<file path="config.mk">
export PLATFORM = sky130hd
export DESIGN_NAME = tcf_timer
export DESIGN_NICKNAME = d
export VERILOG_FILES = /design/src/logic/tcf_pkg.sv /design/src/logic/tcf_timer.sv
export SDC_FILE = /design/constraint.sdc
export NUM_CORES = 1
export LEC_CHECK = 0
export ABC_CLOCK_PERIOD_IN_PS = 6200
export BUFFER_PORTS_ARGS = -buffer_cell sky130_fd_sc_hd__clkbuf_2
export CAP_MARGIN = 0
export CORE_UTILIZATION = 50
export DETAILED_ROUTE_END_ITERATION = 10
export PLACE_DENSITY = 0.7
export SYNTH_ARGS = -nofsm -noshare
export SYNTH_HDL_FRONTEND = slang
export SYNTH_SLANG_ARGS = --single-unit
export TNS_END_PERCENT = 20
</file>
<file path="constraint.sdc">
create_clock -name CLOCK -period 6.2 [get_ports CLOCK]
set_clock_uncertainty 0.05 [all_clocks]
set_input_delay 0.62 -clock CLOCK [delete_from_list [all_inputs] [get_ports CLOCK]]
set_output_delay 0.62 -clock CLOCK [all_outputs]
set_load 0.02 [all_outputs]
</file>
<file path="src/logic/tcf_pkg.sv">
// tcf_pkg: constants and carrier types of the timer capture/compare block.
// assumes byte registers sit one per 32-bit word, byte address = 4 * index.
package tcf_pkg;

   // ---------------------------------------------------------------------
   // register indices (byte address is four times the index)
   // ---------------------------------------------------------------------
   localparam logic [5:0] IDX_CTRL     = 6'h12;
   localparam logic [5:0] IDX_FLAGS    = 6'h13;
   localparam logic [5:0] IDX_CAP1_HI  = 6'h14;
   localparam logic [5:0] IDX_CAP1_LO  = 6'h15;
   localparam logic [5:0] IDX_CMP1_HI  = 6'h16;
   localparam logic [5:0] IDX_CMP1_LO  = 6'h17;
   localparam logic [5:0] IDX_CNT_HI   = 6'h18;
   localparam logic [5:0] IDX_CNT_LO   = 6'h19;
   localparam logic [5:0] IDX_ALT_HI   = 6'h1A;
   localparam logic [5:0] IDX_ALT_LO   = 6'h1B;
   localparam logic [5:0] IDX_CAP2_HI  = 6'h1C;
   localparam logic [5:0] IDX_CAP2_LO  = 6'h1D;
   localparam logic [5:0] IDX_CMP2_HI  = 6'h1E;
   localparam logic [5:0] IDX_CMP2_LO  = 6'h1F;

   // ---------------------------------------------------------------------
   // field positions
   // ---------------------------------------------------------------------
   localparam int CTRL_CAP_IE_BIT  = 7;
   localparam int CTRL_CMP_IE_BIT  = 6;
   localparam int CTRL_OVF_IE_BIT  = 5;
   localparam int CTRL_EDGE1_BIT   = 1;
   localparam int CTRL_LEVEL1_BIT  = 0;
   localparam int FLG_CAP1_BIT     = 7;
   localparam int FLG_CMP1_BIT     = 6;
   localparam int FLG_OVF_BIT      = 5;
   localparam int FLG_CAP2_BIT     = 4;
   localparam int FLG_CMP2_BIT     = 3;

   // ---------------------------------------------------------------------
   // reset values and timing
   // ---------------------------------------------------------------------
   localparam logic [15:0] CNT_PRESET   = 16'hFFFC;
   localparam logic [15:0] CNT_TOP      = 16'hFFFF;
   localparam logic [7:0]  CTRL_RESET   = 8'h00;
   localparam int          PRESC_DIV    = 4;
   localparam logic        LEVEL_RESET  = 1'b0;

   typedef struct packed {
      logic capture_irq_enable;
      logic compare_irq_enable;
      logic overflow_irq_enable;
      logic capture_one_edge_select;
      logic compare_one_level;
   } tcf_ctrl_t;

   typedef struct packed {
      logic capture_one_flag;
      logic compare_one_flag;
      logic overflow_flag;
      logic capture_two_flag;
      logic compare_two_flag;
   } tcf_flags_t;

   function automatic logic [7:0] tcf_addr(input logic [5:0] idx);
      tcf_addr = {idx, 2'b00};
   endfunction : tcf_addr

endpackage : tcf_pkg

</file>
<file path="src/logic/tcf_timer.sv">
// tcf_timer: counter, status flags, two capture channels and compare one.
// assumes an APB master on CLOCK; pins are synchronous to CLOCK.
//
// How it works
// - flag register read-only at 13h
// - capture-one flag: set on edge, status-then-low clear
// - compare-one flag: set on match, status-then-low clear
// - overflow flag: set on wrap, status-then-counter-low clear
// - capture-two flag: falling edge, status-then-low clear
// - compare-two flag: match input, status-then-low clear
// - shared capture enable, shared compare enable
// - capture one latches counter, high 14h low 15h
// - captured value is preceding count plus one
// - capture resolution one count, four clocks
// - every unblocked valid edge overwrites capture register
// - high byte read blocks capture until low read
// - low byte read alone never blocks capture
// - capture two on falling edges, 1Ch/1Dh
// - reset leaves capture registers untouched
// - compare one matched continuously, sets flag, pin
// - high write suspends matching until low write
// - each compare byte written independently
// - every match clocks level onto compare pin
// - compare bytes plain storage, never reset
// - edge select: one rising, zero falling
// - counter preset FFFCh, divide-by-four prescaler
//
// Our own choice: register access over APB.
`timescale 1ns/10ps

module tcf_timer #(
   parameter int DIV = tcf_pkg::PRESC_DIV
) (
   input  wire logic       CLOCK,
   input  wire logic       RST,
   input  wire logic       CE,
   input  wire logic       PSEL,
   input  wire logic       PENABLE,
   input  wire logic       PWRITE,
   input  wire logic [7:0] PADDR,
   input  wire logic [31:0] PWDATA,
   output logic [31:0]     PRDATA,
   output logic            PREADY,
   output logic            PSLVERR,
   input  wire logic       CAPTURE_ONE_PIN,
   input  wire logic       CAPTURE_TWO_PIN,
   input  wire logic       COMPARE_TWO_MATCH,
   output logic            COMPARE_ONE_PIN,
   output logic            TIMER_IRQ
);
   import tcf_pkg::*;

   localparam int PW = $clog2(DIV);
   localparam logic [PW-1:0] PRESC_LAST = PW'(DIV - 1);
   localparam logic [PW-1:0] PRESC_ZERO = '0;

   tcf_ctrl_t   ctrl;
   tcf_flags_t  flags;
   logic [PW-1:0] presc;
   logic [15:0] cnt;
   logic [15:0] cap1;
   logic [15:0] cap2;
   logic [15:0] cmp1;
   logic [7:0]  cnt_buf;
   logic        cnt_buf_valid;
   logic        cap1_lock;
   logic        cap2_lock;
   logic        cmp1_inhibit;
   logic        pin1_q;
   logic        pin2_q;
   logic        pins_armed;
   tcf_flags_t  armed;

   logic        done;
   logic        rd_done;
   logic        wr_done;
   logic        tick;
   logic        ovf;
   logic        cmp1_match;
   logic        cap1_edge;
   logic        cap2_edge;
   logic        cap1_take;
   logic        cap2_take;
   logic [7:0]  next_rdata;
   logic        next_err;

   // ---------------------------------------------------------------------
   // address decoding
   // ---------------------------------------------------------------------
   function automatic logic hit(input logic [7:0] a, input logic [5:0] idx);
      hit = (a == tcf_addr(idx));
   endfunction : hit

   assign done    = PSEL & PENABLE & PREADY;
   assign rd_done = done & ~PWRITE;
   assign wr_done = done & PWRITE;

   // ---------------------------------------------------------------------
   // counter and prescaler
   // ---------------------------------------------------------------------
   assign tick = (presc == PRESC_LAST);
   assign ovf  = tick & (cnt == CNT_TOP);

   always_ff @(posedge CLOCK or posedge RST) begin
      if (RST) begin
         presc <= '0;
         cnt   <= CNT_PRESET;
      end else if (CE) begin
         presc <= tick ? PRESC_ZERO : presc + PW'(1);
         if (tick) begin
            cnt <= cnt + 16'h0001;
         end
      end
   end

   // ---------------------------------------------------------------------
   // control register
   // ---------------------------------------------------------------------
   always_ff @(posedge CLOCK or posedge RST) begin
      if (RST) begin
         ctrl <= tcf_ctrl_t'({CTRL_RESET[CTRL_CAP_IE_BIT],
                              CTRL_RESET[CTRL_CMP_IE_BIT],
                              CTRL_RESET[CTRL_OVF_IE_BIT],
                              CTRL_RESET[CTRL_EDGE1_BIT],
                              CTRL_RESET[CTRL_LEVEL1_BIT]});
      end else if (CE && wr_done && hit(PADDR, IDX_CTRL)) begin
         ctrl.capture_irq_enable      <= PWDATA[CTRL_CAP_IE_BIT];
         ctrl.compare_irq_enable      <= PWDATA[CTRL_CMP_IE_BIT];
         ctrl.overflow_irq_enable     <= PWDATA[CTRL_OVF_IE_BIT];
         ctrl.capture_one_edge_select <= PWDATA[CTRL_EDGE1_BIT];
         ctrl.compare_one_level       <= PWDATA[CTRL_LEVEL1_BIT];
      end
   end

   // ---------------------------------------------------------------------
   // capture edge detection
   // ---------------------------------------------------------------------
   // armed bit keeps a pin already high at reset release from capturing
   always_ff @(posedge CLOCK or posedge RST) begin
      if (RST) begin
         pin1_q     <= 1'b0;
         pin2_q     <= 1'b0;
         pins_armed <= 1'b0;
      end else if (CE) begin
         pin1_q     <= CAPTURE_ONE_PIN;
         pin2_q     <= CAPTURE_TWO_PIN;
         pins_armed <= 1'b1;
      end
   end

   assign cap1_edge = pins_armed & (ctrl.capture_one_edge_select ?
                      (CAPTURE_ONE_PIN & ~pin1_q) :
                      (~CAPTURE_ONE_PIN & pin1_q));
   assign cap2_edge = pins_armed & ~CAPTURE_TWO_PIN & pin2_q;

   // a low-byte read in the same cycle lifts the block at once
   assign cap1_take = cap1_edge & ~(cap1_lock &
                      ~(rd_done & hit(PADDR, IDX_CAP1_LO)));
   assign cap2_take = cap2_edge & ~(cap2_lock &
                      ~(rd_done & hit(PADDR, IDX_CAP2_LO)));

   always_ff @(posedge CLOCK or posedge RST) begin
      if (RST) begin
         cap1_lock <= 1'b0;
         cap2_lock <= 1'b0;
      end else if (CE && rd_done) begin
         if (hit(PADDR, IDX_CAP1_HI)) begin
            cap1_lock <= 1'b1;
         end else if (hit(PADDR, IDX_CAP1_LO)) begin
            cap1_lock <= 1'b0;
         end
         if (hit(PADDR, IDX_CAP2_HI)) begin
            cap2_lock <= 1'b1;
         end else if (hit(PADDR, IDX_CAP2_LO)) begin
            cap2_lock <= 1'b0;
         end
      end
   end

   // no reset: captured values survive a reset
   always_ff @(posedge CLOCK) begin
      if (CE && cap1_take) begin
         cap1 <= cnt + 16'h0001;
      end
   end

   always_ff @(posedge CLOCK) begin
      if (CE && cap2_take) begin
         cap2 <= cnt + 16'h0001;
      end
   end

   // ---------------------------------------------------------------------
   // compare one
   // ---------------------------------------------------------------------
   // compared once per count, in the first clock of the new value
   assign cmp1_match = (presc == PRESC_ZERO) & (cnt == cmp1) &
                       ~cmp1_inhibit;

   // no reset: plain storage as far as software is concerned
   always_ff @(posedge CLOCK) begin
      if (CE && wr_done) begin
         if (hit(PADDR, IDX_CMP1_HI)) begin
            cmp1[15:8] <= PWDATA[7:0];
         end
         if (hit(PADDR, IDX_CMP1_LO)) begin
            cmp1[7:0] <= PWDATA[7:0];
         end
      end
   end

   always_ff @(posedge CLOCK or posedge RST) begin
      if (RST) begin
         cmp1_inhibit <= 1'b0;
      end else if (CE && wr_done) begin
         if (hit(PADDR, IDX_CMP1_HI)) begin
            cmp1_inhibit <= 1'b1;
         end else if (hit(PADDR, IDX_CMP1_LO)) begin
            cmp1_inhibit <= 1'b0;
         end
      end
   end

   always_ff @(posedge CLOCK or posedge RST) begin
      if (RST) begin
         COMPARE_ONE_PIN <= LEVEL_RESET;
      end else if (CE && cmp1_match) begin
         COMPARE_ONE_PIN <= ctrl.compare_one_level;
      end
   end

   // ---------------------------------------------------------------------
   // counter read buffer
   // ---------------------------------------------------------------------
   // high-byte read freezes the low byte so the pair is coherent
   // low byte taken at the edge that samples the high byte: a tick between
   // setup and completion would otherwise tear the pair
   always_ff @(posedge CLOCK or posedge RST) begin
      if (RST) begin
         cnt_buf <= 8'h00;
      end else if (CE && PSEL && !PREADY && !PWRITE && !cnt_buf_valid &&
                   (hit(PADDR, IDX_CNT_HI) || hit(PADDR, IDX_ALT_HI))) begin
         cnt_buf <= cnt[7:0];
      end
   end

   always_ff @(posedge CLOCK or posedge RST) begin
      if (RST) begin
         cnt_buf_valid <= 1'b0;
      end else if (CE && rd_done) begin
         if (hit(PADDR, IDX_CNT_HI) || hit(PADDR, IDX_ALT_HI)) begin
            cnt_buf_valid <= 1'b1;
         end else if (hit(PADDR, IDX_CNT_LO) || hit(PADDR, IDX_ALT_LO)) begin
            cnt_buf_valid <= 1'b0;
         end
      end
   end

   // ---------------------------------------------------------------------
   // status flags
   // ---------------------------------------------------------------------
   // a flag other than overflow is armed for clearing only if it read as set in the status
   // byte, overflow if set at any status access; a set arriving in the clearing cycle wins
   always_ff @(posedge CLOCK or posedge RST) begin
      if (RST) begin
         armed <= '0;
      end else if (CE) begin
         if (done && hit(PADDR, IDX_FLAGS)) begin
            armed.capture_one_flag <= ~PWRITE & PRDATA[FLG_CAP1_BIT];
            armed.compare_one_flag <= ~PWRITE & PRDATA[FLG_CMP1_BIT];
            armed.overflow_flag    <= flags.overflow_flag;
            armed.capture_two_flag <= ~PWRITE & PRDATA[FLG_CAP2_BIT];
            armed.compare_two_flag <= ~PWRITE & PRDATA[FLG_CMP2_BIT];
         end
      end
   end

   always_ff @(posedge CLOCK or posedge RST) begin
      if (RST) begin
         flags <= '0;
      end else if (CE) begin
         if (rd_done && hit(PADDR, IDX_CAP1_LO) && armed.capture_one_flag)
         begin
            flags.capture_one_flag <= 1'b0;
         end
         if (done && hit(PADDR, IDX_CMP1_LO) && armed.compare_one_flag)
         begin
            flags.compare_one_flag <= 1'b0;
         end
         if (rd_done && hit(PADDR, IDX_CNT_LO) && armed.overflow_flag)
         begin
            flags.overflow_flag <= 1'b0;
         end
         if (rd_done && hit(PADDR, IDX_CAP2_LO) && armed.capture_two_flag)
         begin
            flags.capture_two_flag <= 1'b0;
         end
         if (done && hit(PADDR, IDX_CMP2_LO) && armed.compare_two_flag)
         begin
            flags.compare_two_flag <= 1'b0;
         end
         if (cap1_edge) begin
            flags.capture_one_flag <= 1'b1;
         end
         if (cmp1_match) begin
            flags.compare_one_flag <= 1'b1;
         end
         if (ovf) begin
            flags.overflow_flag <= 1'b1;
         end
         if (cap2_edge) begin
            flags.capture_two_flag <= 1'b1;
         end
         if (COMPARE_TWO_MATCH) begin
            flags.compare_two_flag <= 1'b1;
         end
      end
   end

   always_ff @(posedge CLOCK or posedge RST) begin
      if (RST) begin
         TIMER_IRQ <= 1'b0;
      end else if (CE) begin
         TIMER_IRQ <= (ctrl.capture_irq_enable &
                       (flags.capture_one_flag | flags.capture_two_flag)) |
                      (ctrl.compare_irq_enable &
                       (flags.compare_one_flag | flags.compare_two_flag)) |
                      (ctrl.overflow_irq_enable & flags.overflow_flag);
      end
   end

   // ---------------------------------------------------------------------
   // APB slave
   // ---------------------------------------------------------------------
   // read data sampled at the first enabled edge of a transfer, so a setup
   // missed while CE is low still gets its one access cycle
   always_comb begin
      next_rdata = 8'h00;
      next_err   = 1'b0;
      if (hit(PADDR, IDX_CTRL)) begin
         next_rdata[CTRL_CAP_IE_BIT] = ctrl.capture_irq_enable;
         next_rdata[CTRL_CMP_IE_BIT] = ctrl.compare_irq_enable;
         next_rdata[CTRL_OVF_IE_BIT] = ctrl.overflow_irq_enable;
         next_rdata[CTRL_EDGE1_BIT]  = ctrl.capture_one_edge_select;
         next_rdata[CTRL_LEVEL1_BIT] = ctrl.compare_one_level;
      end else if (hit(PADDR, IDX_FLAGS)) begin
         next_rdata[FLG_CAP1_BIT] = flags.capture_one_flag;
         next_rdata[FLG_CMP1_BIT] = flags.compare_one_flag;
         next_rdata[FLG_OVF_BIT]  = flags.overflow_flag;
         next_rdata[FLG_CAP2_BIT] = flags.capture_two_flag;
         next_rdata[FLG_CMP2_BIT] = flags.compare_two_flag;
      end else if (hit(PADDR, IDX_CAP1_HI)) begin
         next_rdata = cap1[15:8];
      end else if (hit(PADDR, IDX_CAP1_LO)) begin
         next_rdata = cap1[7:0];
      end else if (hit(PADDR, IDX_CMP1_HI)) begin
         next_rdata = cmp1[15:8];
      end else if (hit(PADDR, IDX_CMP1_LO)) begin
         next_rdata = cmp1[7:0];
      end else if (hit(PADDR, IDX_CNT_HI) || hit(PADDR, IDX_ALT_HI)) begin
         next_rdata = cnt[15:8];
      end else if (hit(PADDR, IDX_CNT_LO) || hit(PADDR, IDX_ALT_LO)) begin
         next_rdata = cnt_buf_valid ? cnt_buf : cnt[7:0];
      end else if (hit(PADDR, IDX_CAP2_HI)) begin
         next_rdata = cap2[15:8];
      end else if (hit(PADDR, IDX_CAP2_LO)) begin
         next_rdata = cap2[7:0];
      end else if (hit(PADDR, IDX_CMP2_HI) || hit(PADDR, IDX_CMP2_LO)) begin
         next_rdata = 8'h00;
      end else begin
         next_err = 1'b1;
      end
   end

   always_ff @(posedge CLOCK or posedge RST) begin
      if (RST) begin
         PREADY  <= 1'b0;
         PRDATA  <= 32'h00000000;
         PSLVERR <= 1'b0;
      end else if (CE) begin
         PREADY <= PSEL & ~PREADY;
         if (PSEL && !PREADY) begin
            PRDATA  <= PWRITE ? 32'h00000000 : {24'h000000, next_rdata};
            PSLVERR <= next_err;
         end else begin
            PSLVERR <= 1'b0;
         end
      end
   end

endmodule : tcf_timer

</file>
==> flow_metrics.py, run 1 <==
metrics = {
    "cts": {
        "cts_resized": 0,
        "cts.clk_slew.worst_paths_ps": 70,
        "cts_tree": "built",
        "numCtsBuffers": 9,
        "clock_sinks": 108,
        "cts-hold-fix-buffers": 0,
        "h-tree-depth": 3,
        "clk_latency_ps": 360,
        "cts_buffer_depth": 2,
        "cts_setup_buffers": 0,
        "cts-root-buf": "clkbuf_16",
    },
    "finish": {
        "fin_cells": 692,
        "post-route-util_pct": 56.11,
        "nets": 599,
        "fill_cells": 970,
        "area_delta_synth_final_pct": 7.277,
        "diodes": 0,
        "layout-drive-gt1-share_pct": 18.48,
    },
    "routing": {
        "dr.pass1.iters": 5,
        "vias_per_cell": 6.098,
        "wl_per_cell_um": 22.30,
        "drt_iter0_markers": 462,
        "ant_nets": 0,
        "post-route-drc-count": 0,
        "drt-total-wl_mm": 15.43,
        "vias": 4220,
    },
    "timing": {
        "hold_slack_ps": 241.5,
        "setup_viol": 0,
        "rsz0062_at_grt": "no",
        "slew_viol_final": 0,
        "final.min_clock_period_ps": 2933,
        "relSlewSlack_pct": 20.64,
        "hold_viol_final": 0,
        "tns_ps": 0,
        "fin_crit_sh_pct": 47.30,
        "worst_pin_slew_ps": 1181,
        "fmax_mhz": 341.0,
    },
    "worst_setup_path": {
        "reg2regPathDepth": 4,
        "r2r_slack_ps": 3870,
        "critical_path_arrival_ps": 2920,
        "worstSetupPathType": "input pin to flop",
        "critPathRequiredTime_ps": 6190,
        "reg2reg_from": "PREADY$_DFFE_PP0P_",
        "endpoint_kind": "flop",
        "r2r-end": "cmp1[15]$_DFFE_PP_",
        "critPathMaxFanout": 26,
        "critPathLaunchType": "input pin",
    },
    "place": {
        "dp_hpwl_mm": 11.37,
        "place_inst": 676,
        "io_buffers": 36,
        "gp_congestion": 0.9209,
    },
    "global_route": {
        "grt_pass1_wl_mm": 23.24,
        "use_met3_pct": 6.283,
        "grt_max_degree": 38,
        "use_met2_pct": 42.09,
        "busiest_layer": "met2",
        "track_usage_pct": 27.63,
        "grt_overflow": 0,
        "antenna_found_initial": 0,
        "use_met1_pct": 38.99,
        "grt_pass1_vias": 4044,
    },
    "synth": {
        "syn_area_sq_um": 5794,
        "syn_inst": 531,
        "ys_seq_elements": 108,
        "ys.flop_type": "edfxtp_1",
        "synth-seq-area-share_pct": 51.09,
        "synth_cell_types": 76,
        "synth.avg_cell_area_sq_um": 10.91,
        "yosysWarnings": 0,
        "synthArstFlopShare_pct": 55.56,
        "synth_edf_count": 48,
    },
    "floorplan": {
        "start_util_pct": 52.30,
        "ios": 85,
        "dieArea_sq_um": 12020,
        "fp.dieH_um": 109.7,
        "rows": 38,
        "die_w_um": 109.7,
        "core_area_sq_um": 11080,
    },
    "power": {
        "p_clk_share_pct": 34.9,
        "seq_power_share_pct": 52.2,
        "p_int_mw": 1.192,
        "p_leak_nw": 2.531,
        "switchingPower_mw": 0.4391,
        "p_per_area_nw_per_um2": 262.4,
        "ir_worst_vdd_uv": 241.3,
        "netSwitchingFraction_pct": 26.93,
        "p_comb_share_pct": 12.8,
    },
    "run": {
        "maxCapViolations": 0,
    },
    "run_status": {
        "status": "finished clean",
    },
    "min_path": {
        "hold_class": "input pin to asynchronous set/reset pin",
    },
}
cell usage in the layout, fill, tap and decap left out, drive strengths merged, types with 15 or more instances in the layout:
| cell | count |
|---|---|
| clkbuf | 46 |
| xnor2 | 22 |
| nand3 | 15 |
| nor2 | 26 |
| nand2 | 50 |
| dfrtp | 46 |
| inv | 15 |
| o21ai | 30 |
| mux2 | 17 |
| edfxtp | 48 |
| xor2 | 24 |
| conb | 24 |
flip-flops by register name (all words and copies together) (netlist names), 2 cells and up:
name / flops
cap1: 16
cap2: 16
cmp1: 16
cnt: 16
PRDATA: 8
cnt_buf: 8
armed: 5
ctrl: 5
flags: 5
presc: 2
worst max-delay path, cell delays in order:
cell,delay [ps]
clkbuf_2,470
nand2b_1,380
nor3_1,830
nand2_1,110
a21oi_1,200
buf_4,300
power by group through the flow:
stage | registers (mW) | logic (mW) | clock network [mW]
final | 0.852 | 0.209 | 0.570
after floorplan | 0.840 | 0.176 | 0
after global routing | 0.858 | 0.232 | 0.600
after CTS | 0.852 | 0.208 | 0.575
after global placement | 0.863 | 0.203 | 0
after detailed placement | 0.866 | 0.208 | 0
cell usage after synthesis (12+ instances only):
cell type / number / share of area (%)
buf_2: 15 / 1.3
buf_4: 25 / 3.2
clkbuf_1: 14 / 0.91
dfrtp_1: 46 / 20
dfstp_2: 14 / 6.3
edfxtp_1: 48 / 25
inv_1: 14 / 0.91
mux2_2: 16 / 3.1
nand2_1: 49 / 3.2
nand3_1: 15 / 1.3
nor2_1: 24 / 1.6
nor3_1: 12 / 1.0
o21ai_0: 21 / 1.8
xnor2_1: 22 / 3.3
xor2_1: 24 / 3.6
final cells by class:
type	instances	area (sq um)	area share, %
Clock buffer	10	229.0	3.684
Sequential cell	108	2960	47.62
Inverter	14	52.55	0.8454
Timing Repair Buffer	39	202.7	3.261
Tap cell	140	175.2	2.818
Clock inverter	6	63.81	1.027
Multi-Input combinational cell	375	2532	40.74
through the flow:
step                      power, mW  setup slack, ps  cell area [sq um]
after floorplan               1.016             3498               5881
after global placement        1.066             3056               5923
after detailed placement      1.074             3009               5923
after CTS                     1.635             3404               6216
after global routing          1.689             3254               6216
final                         1.631             3267               6216
cells by family after synthesis:
group	after synthesis	share of synthesized area, %
adder cells (fa/ha/maj)	3	0.6479
buffers and inverters	71	6.802
flip-flops	108	51.09
AO/OA/AOI/OAI	103	12.98
multiplexers	23	4.340
AND/OR/NAND/NOR	176	17.12
other	1	0.06472
XOR/XNOR	46	6.953
worst max-delay path by stage:
stage | from | slack, ps | endpoint
finish | PADDR[2] | 3270 | cap2[5]$_DFFE_PP_
global route | PADDR[2] | 3250 | cap2[7]$_DFFE_PP_
CTS | PADDR[2] | 3400 | cap2[5]$_DFFE_PP_
detailed placement | PADDR[2] | 3010 | cap2[1]$_DFFE_PP_
global placement | PADDR[2] | 3060 | cap2[2]$_DFFE_PP_
floorplan | PADDR[2] | 3500 | cap2[0]$_DFFE_PP_
metal layers:
| layer | vias up | share of wire, % |
|---|---|---|
| li1 | 1912 | - |
| met4 | 0 | 2.1 |
| met5 | - | 0 |
| met1 | 2075 | 45 |
| met3 | 21 | 7.3 |
| met2 | 212 | 46 |
No activity file was read; power rests on OpenSTA's default activity.
==> run 2, diff against run 1 <==
--- a/config.mk
+++ b/config.mk
@@ -5,7 +5,7 @@
 export SDC_FILE = /design/constraint.sdc
 export NUM_CORES = 1
 export LEC_CHECK = 0
-export ABC_CLOCK_PERIOD_IN_PS = 6200
+export ABC_CLOCK_PERIOD_IN_PS = 3050
 export BUFFER_PORTS_ARGS = -buffer_cell sky130_fd_sc_hd__clkbuf_2
 export CAP_MARGIN = 0
 export CORE_UTILIZATION = 50
==> constraint.sdc (replaced) <==
create_clock -name CLOCK -period 3.05 [get_ports CLOCK]
set_clock_uncertainty 0.05 [all_clocks]
set_input_delay 0.305 -clock CLOCK [delete_from_list [all_inputs] [get_ports CLOCK]]
set_output_delay 0.305 -clock CLOCK [all_outputs]
set_load 0.02 [all_outputs]
==> run 2 against run 1 <==
Against the previous run:
- critical path depth unchanged
- largest cell class unchanged
- worst setup slack got worse by 2400 ps
- die area is the same
- total power rose by 100%
- utilization increased by 0.79 points
==> flow_metrics.py, run 2 (same netlist as run 1, synthesis figures left out) <==
metrics = {
    "worst_setup_path": {
        "worstSetupPathType": "flop to flop",
        "critPathRequiredTime_ps": 3160,
        "reg2reg_from": "cnt[0]$_DFFE_PP0P_",
        "cpLargestDelayFamily": "simple AND/OR/NAND/NOR gates",
        "crit_chain": "ha_1 > nand3_1 > nor2_1 > and3_1 > nand3_1 > xnor2_1",
        "cpMaxStageDelayCell": "dfrtp_1",
        "critPathLaunchType": "flop",
        "r2r-end": "cap1[10]$_DFFE_PP_",
        "reg2regPathDepth": 6,
        "critPathMaxFanout": 6,
        "crit_buf_inv": 0,
        "r2r_slack_ps": 850,
        "critical_path_arrival_ps": 2310,
        "endpoint_kind": "flop",
        "max_stage_delay_ps": 510,
        "crit_top_cell": "nand3_1",
    },
    "place": {
        "place_inst": 687,
        "io_buffers": 36,
        "gp_congestion": 0.9388,
        "dpl_cell_area_sq_um": 6006,
        "dp_hpwl_mm": 11.32,
    },
    "routing": {
        "wl_per_cell_um": 21.31,
        "drt_iter0_markers": 425,
        "vias_per_cell": 6.070,
        "post-route-drc-count": 0,
        "ant_nets": 0,
        "dr.pass1.iters": 5,
        "drt-total-wl_mm": 15.00,
        "vias": 4273,
    },
    "cts": {
        "clock_sinks": 108,
        "cts_tree": "built",
        "numCtsBuffers": 9,
        "cts-root-buf": "clkbuf_16",
        "cts-hold-fix-buffers": 1,
        "h-tree-depth": 3,
        "clk_latency_ps": 360,
        "cts.clk_slew.worst_paths_ps": 80,
        "cts_buffer_depth": 2,
        "cts_setup_buffers": 0,
        "cts_resized": 0,
    },
    "run": {
        "maxCapViolations": 0,
    },
    "timing": {
        "relSlewSlack_pct": 50.13,
        "slew_viol_final": 0,
        "rsz0062_at_grt": "no",
        "fin_crit_sh_pct": 72.09,
        "fmax_mhz": 454.8,
        "setup_viol": 0,
        "hold_slack_ps": 91.47,
        "worst_pin_slew_ps": 741.9,
        "hold_viol_final": 0,
        "final.min_clock_period_ps": 2199,
        "tns_ps": 0,
    },
    "floorplan": {
        "dieArea_sq_um": 12020,
        "die_w_um": 109.7,
        "fp.dieH_um": 109.7,
        "ios": 85,
        "start_util_pct": 52.30,
        "core_area_sq_um": 11080,
        "rows": 38,
    },
    "min_path": {
        "hold_path_depth": 1,
        "hold_class": "input pin to flop",
        "hp-start": "PWDATA[3]",
        "hold_path_end": "cmp1[3]$_DFFE_PP_",
    },
    "global_route": {
        "grt_max_degree": 25,
        "grt_pass1_wl_mm": 23.14,
        "grt_overflow": 0,
        "track_usage_pct": 27.02,
        "antenna_found_initial": 0,
        "grt_pass1_vias": 4102,
    },
    "finish": {
        "final_common_cell": "nand2_1",
        "stdcell_area_sq_um": 6304,
        "layout_common_cells": "nand2_1, edfxtp_1, dfrtp_1",
        "diodes": 0,
        "post-route-util_pct": 56.90,
        "fin_cells": 704,
        "nets": 611,
        "layout-drive-gt1-share_pct": 20.39,
        "area_delta_synth_final_pct": 8.789,
    },
    "power": {
        "p_leak_nw": 2.588,
        "p_per_area_nw_per_um2": 521.9,
        "ir_worst_vdd_uv": 514.4,
    },
    "run_status": {
        "status": "finished clean",
    },
}
==> run 2: changes by cell type in the layout (fill, tap and decap cells not counted) <==
cell,delta
inv_6,+1
bufinv_16,-1
buf_4,+11
clkinv_4,-1
clkbuf_8,+1
clkinv_1,-2
dlygate4sd3_1,+1
clkinvlp_4,+1
inv_8,+1
==> run 2: final cells by class <==
class,instances,area [sq um]
sequential,108,2960
timing repair buffer,51,295.3
fill,960,4775
clock buffer,11,242.7
inverter,14,52.55
clock inverter,5,45.04
multi-input combinational,375,2532
tap,140,175.2
==> run 2: stage by stage <==
stage	worst slack, ps	power, mW
6_report	851.3	3.290
5_1_grt	724.6	3.430
4_1_cts	850.9	3.310
3_5_place_dp	626.1	2.188
3_3_place_gp	732.7	2.174
2_1_floorplan	662.9	2.065
==> run 2: layer usage <==
| layer | wire length (um) | vias up | global-route usage [%] |
|---|---|---|---|
| met3 | 1136 | 19 | 7.113 |
| met4 | 303 | 0 | 7.714 |
| met5 | 0 | - | 0 |
| met2 | 7081 | 213 | 41.82 |
| li1 | - | 1937 | - |
| met1 | 6478 | 2104 | 37.38 |
==> run 2: how the worst max path moves through the flow <==
stage / from / to / cells after the start
2_1_floorplan: PADDR[2] / cap2[0]$_DFFE_PP_ / 5
3_3_place_gp: PADDR[5] / PRDATA[2]$_DFFE_PP0P_ / 6
3_5_place_dp: PADDR[4] / PRDATA[2]$_DFFE_PP0P_ / 6
4_1_cts: cnt[0]$_DFFE_PP0P_ / cap1[10]$_DFFE_PP_ / 6
5_1_grt: PADDR[5] / PRDATA[5]$_DFFE_PP0P_ / 6
6_report: cnt[0]$_DFFE_PP0P_ / cap1[10]$_DFFE_PP_ / 6
==> run 2: report_power, final <==
part	switching [mW]	internal, mW	leakage (nW)
logic	0.272	0.156	1.29
clock network	0.539	0.590	0.139
registers	0.0969	1.64	1.16
